## config.mk

```make
export PLATFORM = sky130hd
export DESIGN_NAME = drc_dev_flat
export DESIGN_NICKNAME = d
export VERILOG_FILES = /design/src/hw/drc_pkg.sv /design/src/hw/drc_if.sv /design/src/hw/drc_dev.sv /design/src/flat_wrapper.sv
export SDC_FILE = /design/constraint.sdc
export NUM_CORES = 1
export LEC_CHECK = 0
export ABC_AREA = 1
export BUFFER_PORTS_ARGS = -buffer_cell sky130_fd_sc_hd__buf_2
export CORE_UTILIZATION = 51
export CTS_CLUSTER_DIAMETER = 150
export DETAILED_ROUTE_END_ITERATION = 10
export PLACE_DENSITY = 0.75
export SLEW_MARGIN = 20
export SYNTH_ARGS = -nofsm -noshare
export SYNTH_HDL_FRONTEND = slang
export SYNTH_SLANG_ARGS = --single-unit
```

## constraint.sdc

```tcl
create_clock -name clk -period 2.3 [get_ports clk]
set_clock_uncertainty 0.1 [all_clocks]
set_input_delay 0.575 -clock clk [delete_from_list [all_inputs] [get_ports clk]]
set_output_delay 0.575 -clock clk [all_outputs]
set_load 0.05 [all_outputs]
```

## src/hw/drc_pkg.sv

```systemverilog
// drc_pkg: shared constants for the dram controller mode/refresh block
package drc_pkg;
  // ----------------------------------------------------------------------
  // clock and timing
  // ----------------------------------------------------------------------
  localparam int unsigned CLK_PERIOD_NS    = 25;
  localparam int unsigned CLR_HOLD_NS      = 500;
  localparam int unsigned CLR_HOLD_CYC     = (CLR_HOLD_NS + CLK_PERIOD_NS - 1) / CLK_PERIOD_NS;
  localparam int unsigned RESET_EDGES      = 16;
  // base refresh interval 13 us, each divisor step adds 125 ns up to 14.875 us
  localparam int unsigned REFRESH_MIN_NS   = 13000;
  localparam int unsigned REFRESH_STEP_NS  = 125;
  localparam int unsigned REFRESH_MIN_CYC  = REFRESH_MIN_NS / CLK_PERIOD_NS;
  localparam int unsigned REFRESH_STEP_CYC = REFRESH_STEP_NS / CLK_PERIOD_NS;
  localparam int unsigned RCNT_W           = 10;
  localparam int unsigned HCNT_W           = 5;
  // ----------------------------------------------------------------------
  // mode word captured from the address inputs
  // ----------------------------------------------------------------------
  localparam int unsigned MODE_W           = 8;
  localparam int unsigned MODE_ROW_DELAY   = 0;  // row_delay_bit: 1 = two clocks
  localparam int unsigned MODE_PIPELINE    = 1;  // address pipelining mode
  localparam int unsigned MODE_DIV_LSB     = 2;  // refresh_divisor_bits [5:2]
  localparam int unsigned DIV_W            = 4;
  localparam logic [MODE_W-1:0] MODE_RESET = 8'h00;
endpackage : drc_pkg

```

## src/hw/drc_if.sv

```systemverilog
// drc_if: pins between the dram controller and its system-bus party
`timescale 1ns/1ps
interface drc_if import drc_pkg::*; ();
  logic              mode_load_n;
  logic              refresh_disable_n;
  logic              external_refresh_n;
  logic [MODE_W-1:0] mode_addr;
  logic              extend_col_strobe0_n;
  logic              extend_col_strobe_n;
  logic              access_request_n;
  logic              scrub_refresh;
  logic              port_b_grant;
  logic              column_increment;
  logic              col_strobe_n;
  logic              row_strobe_n;
  logic              we_refresh_n;
  logic              refresh_request_n;

  modport dev (
    input  mode_load_n, refresh_disable_n, external_refresh_n, mode_addr,
    input  extend_col_strobe0_n, extend_col_strobe_n, access_request_n,
    input  scrub_refresh, port_b_grant, column_increment,
    output col_strobe_n, row_strobe_n, we_refresh_n, refresh_request_n
  );
  modport host (
    output mode_load_n, refresh_disable_n, external_refresh_n, mode_addr,
    output extend_col_strobe0_n, extend_col_strobe_n, access_request_n,
    output scrub_refresh, port_b_grant, column_increment,
    input  col_strobe_n, row_strobe_n, we_refresh_n, refresh_request_n
  );
endinterface : drc_if

```

## src/hw/drc_dev.sv

```systemverilog
// drc_dev: device end, mode capture, strobe extension, row delay, refresh clock
//
// Functional notes
// RULE1: extension keeps column strobe past request end
// RULE2: scrub refresh ignores column strobe extension
// RULE3: row strobe one/two clocks after grant change
// RULE4: refresh request on write-enable pin when enabled
// RULE5: long external refresh clears refresh counter
// RULE6: no refresh request for programmed 13-15 us
// RULE7: host resets with both inputs for 16 edges
// RULE8: host holds extend input 0 low programming; the host drives ext_feature on it, and high enables extension
// RULE9: column increment active high, tied low unused
// RULE10: mode bits captured at mode-load negation
`timescale 1ns/1ps
module drc_dev import drc_pkg::*; (
  // clock and reset
  input  wire logic clk,
  input  wire logic resetn,
  // pins to the system party
  drc_if.dev        pins,
  // precharge status from the row timing logic
  input  wire logic precharge_done,
  // status
  output logic      programmed,
  output logic      ext_enable,
  output logic      counter_cleared
);
  // ----------------------------------------------------------------------
  // hardware reset and mode capture
  // ----------------------------------------------------------------------
  logic [HCNT_W-1:0] hw_rst_cnt;
  logic              hw_reset;
  logic              ml_d;
  logic [MODE_W-1:0] mode;
  logic [MODE_W-1:0] addr_d;

  // hardware reset: both inputs asserted for sixteen edges
  always_ff @(posedge clk) begin
    if (!resetn || pins.mode_load_n || pins.refresh_disable_n) begin
      hw_rst_cnt <= '0;
      hw_reset   <= 1'b0;
    end else if (hw_rst_cnt == HCNT_W'(RESET_EDGES - 1)) begin
      hw_reset   <= 1'b1;                                   // RULE7
    end else begin
      hw_rst_cnt <= hw_rst_cnt + 1'b1;
    end
  end

  // address is sampled one edge early so the value before the rising ml is kept
  always_ff @(posedge clk) begin
    if (!resetn) begin
      ml_d       <= 1'b1;
      addr_d     <= MODE_RESET;
      mode       <= MODE_RESET;
      ext_enable <= 1'b0;
      programmed <= 1'b0;
    end else begin
      ml_d   <= pins.mode_load_n;
      addr_d <= pins.mode_addr;
      // a hardware reset forgets the old mode so no stale feature stays on
      if (hw_reset) begin
        programmed <= 1'b0;
        mode       <= MODE_RESET;                           // RULE7
        ext_enable <= 1'b0;
      end else if (!ml_d && pins.mode_load_n) begin
        mode       <= addr_d;                               // RULE10
        ext_enable <= pins.extend_col_strobe0_n;            // RULE1 RULE8
        programmed <= 1'b1;
      end
    end
  end

  // ----------------------------------------------------------------------
  // column strobe with extension
  // ----------------------------------------------------------------------
  // scrubbing cycles force the column strobe off, over both request and extension
  always_ff @(posedge clk) begin
    if (!resetn) begin
      pins.col_strobe_n <= 1'b1;
    end else if (pins.scrub_refresh) begin
      pins.col_strobe_n <= 1'b1;                            // RULE2
    end else if (!pins.access_request_n) begin
      pins.col_strobe_n <= 1'b0;
    end else if (ext_enable && !pins.col_strobe_n && !pins.extend_col_strobe_n) begin
      pins.col_strobe_n <= 1'b0;                            // RULE1
    end else begin
      pins.col_strobe_n <= 1'b1;
    end
  end

  // ----------------------------------------------------------------------
  // row strobe after grant change
  // ----------------------------------------------------------------------
  logic       grant_d;
  logic [1:0] row_pipe;
  logic       grant_edge;
  assign grant_edge = grant_d ^ pins.port_b_grant;

  // a one-cycle delay pipe gives the second clock when row_delay_bit is set
  always_ff @(posedge clk) begin
    if (!resetn) begin
      grant_d           <= 1'b0;
      row_pipe          <= 2'b00;
      pins.row_strobe_n <= 1'b1;
    end else begin
      grant_d  <= pins.port_b_grant;
      row_pipe <= {row_pipe[0], grant_edge && precharge_done};
      if (mode[MODE_ROW_DELAY] ? row_pipe[0] : (grant_edge && precharge_done)) begin
        pins.row_strobe_n <= 1'b0;                          // RULE3
      end else if (pins.access_request_n) begin
        pins.row_strobe_n <= 1'b1;
      end
    end
  end

  // ----------------------------------------------------------------------
  // refresh request clock
  // ----------------------------------------------------------------------
  logic [HCNT_W-1:0] clr_cnt;
  logic              clr_pulse;
  logic [RCNT_W-1:0] ref_cnt;
  logic [RCNT_W-1:0] ref_limit;

  assign ref_limit = RCNT_W'(REFRESH_MIN_CYC
                   + REFRESH_STEP_CYC * mode[MODE_DIV_LSB +: DIV_W]);

  // clear request counted while disable is high and external refresh low
  always_ff @(posedge clk) begin
    if (!resetn || !pins.refresh_disable_n || pins.external_refresh_n) begin
      clr_cnt   <= '0;
      clr_pulse <= 1'b0;
    end else if (clr_cnt == HCNT_W'(CLR_HOLD_CYC - 1)) begin
      clr_pulse <= 1'b1;                                    // RULE5
    end else begin
      clr_cnt   <= clr_cnt + 1'b1;
    end
  end

  // the counter restarts on every clear, so no request can come early
  always_ff @(posedge clk) begin
    if (!resetn || hw_reset || clr_pulse) begin
      ref_cnt                <= '0;
      pins.refresh_request_n <= 1'b1;
      counter_cleared        <= resetn && clr_pulse;
    end else begin
      counter_cleared <= 1'b0;
      if (ref_cnt >= ref_limit) begin
        ref_cnt                <= '0;
        pins.refresh_request_n <= 1'b0;                     // RULE6
      end else begin
        ref_cnt                <= ref_cnt + 1'b1;
        pins.refresh_request_n <= 1'b1;
      end
    end
  end

  // write-enable pin carries the refresh request when enabled
  always_ff @(posedge clk) begin
    if (!resetn) begin
      pins.we_refresh_n <= 1'b1;
    end else if (ext_enable || mode[MODE_PIPELINE]) begin
      pins.we_refresh_n <= pins.refresh_request_n;          // RULE4
    end else begin
      pins.we_refresh_n <= 1'b1;
    end
  end
endmodule : drc_dev

```

## src/flat_wrapper.sv

```systemverilog
// flat-port wrapper written by rule: the top's interface ports become plain ports
module drc_dev_flat import drc_pkg::*;
  (clk, resetn, precharge_done, programmed, ext_enable, counter_cleared, pins_mode_load_n, pins_refresh_disable_n, pins_external_refresh_n, pins_mode_addr, pins_extend_col_strobe0_n, pins_extend_col_strobe_n, pins_access_request_n, pins_scrub_refresh, pins_port_b_grant, pins_column_increment, pins_col_strobe_n, pins_row_strobe_n, pins_we_refresh_n, pins_refresh_request_n);
  drc_if pins_i ();
  input  wire logic clk;
  input  wire logic resetn;
  input  wire logic precharge_done;
  output logic programmed;
  output logic ext_enable;
  output logic counter_cleared;
  input wire logic [$bits(pins_i.mode_load_n)-1:0] pins_mode_load_n;
  input wire logic [$bits(pins_i.refresh_disable_n)-1:0] pins_refresh_disable_n;
  input wire logic [$bits(pins_i.external_refresh_n)-1:0] pins_external_refresh_n;
  input wire logic [$bits(pins_i.mode_addr)-1:0] pins_mode_addr;
  input wire logic [$bits(pins_i.extend_col_strobe0_n)-1:0] pins_extend_col_strobe0_n;
  input wire logic [$bits(pins_i.extend_col_strobe_n)-1:0] pins_extend_col_strobe_n;
  input wire logic [$bits(pins_i.access_request_n)-1:0] pins_access_request_n;
  input wire logic [$bits(pins_i.scrub_refresh)-1:0] pins_scrub_refresh;
  input wire logic [$bits(pins_i.port_b_grant)-1:0] pins_port_b_grant;
  input wire logic [$bits(pins_i.column_increment)-1:0] pins_column_increment;
  output wire logic [$bits(pins_i.col_strobe_n)-1:0] pins_col_strobe_n;
  output wire logic [$bits(pins_i.row_strobe_n)-1:0] pins_row_strobe_n;
  output wire logic [$bits(pins_i.we_refresh_n)-1:0] pins_we_refresh_n;
  output wire logic [$bits(pins_i.refresh_request_n)-1:0] pins_refresh_request_n;
  assign pins_i.mode_load_n = pins_mode_load_n;
  assign pins_i.refresh_disable_n = pins_refresh_disable_n;
  assign pins_i.external_refresh_n = pins_external_refresh_n;
  assign pins_i.mode_addr = pins_mode_addr;
  assign pins_i.extend_col_strobe0_n = pins_extend_col_strobe0_n;
  assign pins_i.extend_col_strobe_n = pins_extend_col_strobe_n;
  assign pins_i.access_request_n = pins_access_request_n;
  assign pins_i.scrub_refresh = pins_scrub_refresh;
  assign pins_i.port_b_grant = pins_port_b_grant;
  assign pins_i.column_increment = pins_column_increment;
  assign pins_col_strobe_n = pins_i.col_strobe_n;
  assign pins_row_strobe_n = pins_i.row_strobe_n;
  assign pins_we_refresh_n = pins_i.we_refresh_n;
  assign pins_refresh_request_n = pins_i.refresh_request_n;
  drc_dev u_core (.clk(clk), .resetn(resetn), .pins(pins_i), .precharge_done(precharge_done), .programmed(programmed), .ext_enable(ext_enable), .counter_cleared(counter_cleared));
endmodule
```

Word level (Yosys, flattened, before mapping)
Cells that the tools add are included.
- add/sub/neg operators: 4
- multiply operators: 1
- $lt $le $gt $ge: 1
- equal/unequal tests: 2
- mux-type cells: 6
- bitwise gates (word level): 2
- reductions and logical operators: 22
- operator list (cell ; number):
    adder 10 x 1 -> 10 bit (second input constant) ; 1
    adder 10 x 7 -> 10 bit (first input constant) ; 1
    adder 5 x 1 -> 5 bit (second input constant) ; 2
    >= comparator 10 bit ; 1
    logical OR 1 bit ; 7
    multiplier 3 x 4 -> 7 bit (first input constant) ; 1
    2-to-1 mux 1 bit ; 6
    OR reduction 2 bit ; 3
    == test 5 x 4 -> 1 bit (second input constant) ; 1
    == test 5 bit (second input constant) ; 1
    logical AND 1 bit ; 5
    logical NOT 1 bit ; 5
    AND reduction 2 bit ; 1
    nonzero test 2 bit ; 1
    NOT 1 bit ; 1
    XOR 1 bit ; 1
- register bits after elaboration: 44
- input port bits: 20
- output and inout port bits: 7
- logic and storage cells: 55

Logic depth before layout (Yosys ltp)
- word-level depth: 5
- mapped depth: 14
- mapped depth without buffers: 13

Worst setup path after synthesis
No wires, ideal clock.
- kind: reg2reg
- start: reg u_core.mode[2]
- end: reg u_core.pins.refresh_request_n
- setup time: 0.117 ns
- arrival time: 2.381 ns
- required time: 2.083 ns
- slack: -0.297 ns
- cell stages (with the launch flop): 15
- clock period less this slack: 2.597 ns
- cell sequence: dfxtp_1 -> ha_1 -> fa_1 -> ha_1 -> fa_1 -> inv_1 -> ha_1 -> nand2_1 -> inv_1 -> nand2_1 -> nor2_1 -> nand2_1 -> nand3_1 -> buf_6 -> nand2_1
- word-level cells in the longest chain between the ends: 4
- RTL lines (element ; RTL line ; source):
    from (decl) ; drc_dev.sv:34 ; logic [MODE_W-1:0] mode;
    from (signal assigned) ; drc_dev.sv:66 ; mode <= addr_d;
    multiplier 3 x 4 -> 7 bit ; drc_dev.sv:125 ; + REFRESH_STEP_CYC * mode[MODE_DIV_LSB +: DIV_W]);
    adder 10 x 7 -> 10 bit ; drc_dev.sv:125 ;
    >= comparator 10 bit ; drc_dev.sv:147 ; if (ref_cnt >= ref_limit) begin
    2-to-1 mux 1 bit ; drc_dev.sv:147 ;
    to (signal assigned) ; drc_dev.sv:143 ; pins.refresh_request_n <= 1'b1;
    to (signal assigned) ; drc_dev.sv:149 ; pins.refresh_request_n <= 1'b0;
    to (signal assigned) ; drc_dev.sv:152 ; pins.refresh_request_n <= 1'b1;
    to (decl) ; drc_if.sv:23 ; output col_strobe_n, row_strobe_n, we_refresh_n, refresh_request_n
Every way passes these cells.
A chain may end at the register's enable or synchronous reset.

Worst setup path in the final report
- start: reg u_core.mode[2]
- end: reg u_core.ref_cnt[3]
- word-level cells in the longest chain between the ends: 4
- RTL lines (element ; RTL line ; source):
    multiplier 3 x 4 -> 7 bit ; drc_dev.sv:125 ;
    adder 10 x 7 -> 10 bit ; drc_dev.sv:125 ;
    >= comparator 10 bit ; drc_dev.sv:147 ;
    OR reduction 2 bit (no line) ; - ;
    to (signal assigned) ; drc_dev.sv:151 ; ref_cnt <= ref_cnt + 1'b1;
    to (decl) ; drc_dev.sv:121 ; logic [RCNT_W-1:0] ref_cnt;
Every way passes these cells.

==> run summary <==
Port bufs -> 23
Post-synthesis compound-gate area fraction -> 7.62%
Seq/Total Area, Yosys -> 44.7%
Violated checks -> negative setup slack
CP cell instances -> ha_4 > fa_2 > ha_4 > fa_1 > inv_2 > ha_4 > nand2_2 > inv_2 > nand2_2 > nor2_2 > nand2_2 > nand3_4 > buf_6 > nor2_1
All-Layer GR Usage -> 19.2%
Worst min path class -> register to register
Top Ports -> 27
MaxCap Viol Count -> 0
DR iter-0 viols -> 79
Mapped Cells -> 246
Setup bufs post-CTS -> 0
Most frequent cells in the layout -> dfxtp_1 (43), nand2_1 (40), inv_1 (35)
Starting density of the core -> 53.4%
First-pass GRT wire length -> 5910 um
Synthesized area -> 1970 um^2
Placed cell count -> 324
Clock Latency Late Sink -> 0.30 ns
Critical path origin -> u_core.mode[2]
Distinct cells, synth -> 27
Via count -> 1594
CTS Buf Count -> 5
Vias in the first global route -> 1433
Max Freq -> 381 MHz
Row count -> 22
Most common cell after layout, fill and taps aside -> dfxtp_1
Final wirelength -> 3540 um
Max Slew Vio Count -> 0
Post-Synth XOR/XNOR Area -> 4.00%
Dpl cell area -> 2210 um^2
Share of layout cells above drive strength 1 -> 25.7%
Post-synthesis adder-cell area fraction -> 10.9%
Largest net degree at the start of global routing -> 14
Routed len/inst -> 10.7 um
Worst EP arrival -> 2.72 ns
Final hold vios -> 0
CP max stage cell -> fa_1
CP Max Fanout -> 4
Simple-Gate Fraction of Synth Area -> 23.4%
Launching point of the worst reg2reg path -> u_core.mode[2]
Initial antenna violation count -> 0
Seq cells post-synth -> 44
Clock Tree Root -> clkbuf_8
Main combinational cell family by area after synthesis -> simple AND/OR/NAND/NOR gates
# setup viols final -> 11
EDFF count, synth -> 0
Crit path time final -> 2.63 ns
Async SR Flop Fraction -> 0%
Slew @ Worst Pin -> 0.419 ns
Total gr overflow -> 0
Synth Net Count -> 282
Die Span X -> 64.2 um
ANT cells -> 0
Tcrit/Tclk final -> 114%
Min-delay src -> u_core.mode[1]
Req. time, crit path -> 2.39 ns
DRT Pass-1 Iters -> 4
Core area -> 3690 um^2
Slew margin rel. -> 72.0%
Setup CP Type -> register to register
CTS Sinks -> 44
RSZ-0062 raised after global routing -> yes
PwrDens -> 661 nW/um^2
Die area -> 4120 um^2
Clock transition at path regs -> 0.08 ns
Deepest clock path buffer count -> 2
DIE HEIGHT -> 64.2 um
Max rail drop VDD -> 0.441 mV
Vias/cell -> 4.80
Syn Area/Cell -> 8.01 um^2
Post-route ant nets -> 0
CTS tree -> done
CTS hold repair buffers -> 0
CP Capture Type -> register
CP peak stage delay -> 0.49 ns
YS warnings -> 0
Non-filler instance count after layout -> 332
Startpoint Class -> register
DP Wirelength -> 2580 um
Post-route cell area -> 2410 um^2
Layout Nets -> 319
Mux contribution to synthesized area -> 0%
P&R area growth vs syn -> 22.2%
GPL Wtd Cong -> 0.757
Status -> finished, violations left
DRC Markers -> 0
Leakage -> 1.13 nW
H-tree Lvls -> 2
Final worst setup slack -> -0.328 ns
Post-synth top flop -> dfxtp_1
==> registers in the layout, indices dropped and copies added, names as in the netlist <==
name,flops
u_core.ref_cnt,10
u_core.addr_d,6
u_core.mode,6
u_core.clr_cnt,5
u_core.hw_rst_cnt,5
u_core.clr_pulse,1
u_core.counter_cleared,1
u_core.ext_enable,1
u_core.grant_d,1
u_core.hw_reset,1
u_core.ml_d,1
u_core.pins.col_strobe_n,1
u_core.pins.refresh_request_n,1
u_core.pins.row_strobe_n,1
u_core.pins.we_refresh_n,1
u_core.programmed,1
u_core.row_pipe,1
==> critical path, delay by kind of cell (launching register included) <==
| kind | cells | cell delay [ns] |
|---|---|---|
| fa+ha+maj | 5 | 1.42 |
| simple gates | 6 | 0.42 |
| flops | 1 | 0.36 |
| buf+inv | 3 | 0.22 |
==> cells by family after synthesis <==
| family | count (synthesis) |
|---|---|
| and+or+nand+nor | 102 |
| buffers and inverters | 47 |
| adders and majority gates | 16 |
| xor gates and xnor gates | 9 |
| AOI/OAI and AO/OA | 28 |
| DFF | 44 |
==> per-layer routing <==
metal  GRT usage [%]  share of wire, %  wire (um)
met5               0                 0          0
met4            10.0               2.3         80
met3            6.79               3.9        139
met2            32.3                51       1800
met1            21.2                43       1520
==> through the flow <==
stage	setup TNS, ns	total power, mW	hold WS, ns	setup WS (ns)	util (%)
after global routing	-4.49	1.67	0.349	-0.426	65.3
after floorplan	-1.87	0.910	0.319	-0.200	-
after CTS	-3.87	1.60	0.346	-0.368	64.4
after global placement	-3.02	0.955	0.330	-0.291	59.9
final	-3.45	1.59	0.343	-0.328	65.3
after detailed placement	-3.73	0.961	0.333	-0.363	59.9
==> final cells by class <==
cell class / instances / area [um^2]
clock buffers: 7 / 96.3
inverters: 45 / 169
fillers: 328 / 1280
well taps: 48 / 60.1
multi-input cells: 155 / 973
flip-flops and latches: 44 / 885
repair buffers: 32 / 194
clock inverters: 1 / 30.0
==> final timing paths <==
| path | endpoint | slack [ns] | depth (start not counted) |
|---|---|---|---|
| hold / removal | u_core.pins.we_refresh_n | 0.34 | 1 |
| setup reg to reg | u_core.ref_cnt[3] | -0.33 | 14 |
| setup / recovery | u_core.ref_cnt[3] | -0.33 | 14 |
| hold reg to reg | u_core.pins.we_refresh_n | 0.34 | 1 |
==> what timing repair did <==
item | 4_1_cts | 5_1_grt
gates resized for setup | 9 | 8
endpoints found under the setup margin | 11 | 11
pin swaps | 2 | 3
==> report_power, final <==
| part | total, mW | switching, mW | internal, mW |
|---|---|---|---|
| combinational | 0.154 | 0.0905 | 0.0635 |
| clock | 0.634 | 0.251 | 0.383 |
| sequential | 0.803 | 0.0167 | 0.786 |
==> synth_stat cells, types with 2 or more instances <==
cell type	instances	area [um^2]
o21ai_1	5	25.0
nor3_1	3	15.0
dfxtp_1	44	881
a21oi_1	11	55.1
o21bai_1	2	15.0
xor2_1	6	52.6
nor2_2	9	56.3
nand2_1	45	169
nor2_1	28	105
ha_1	14	175
nand3_1	7	35.0
inv_1	37	139
xnor2_1	3	26.3
nand4_1	4	25.0
o21ai_0	8	40.0
inv_2	7	26.3
and3_1	2	12.5
fa_1	2	40.0
(Power assumes the default switching activity.)
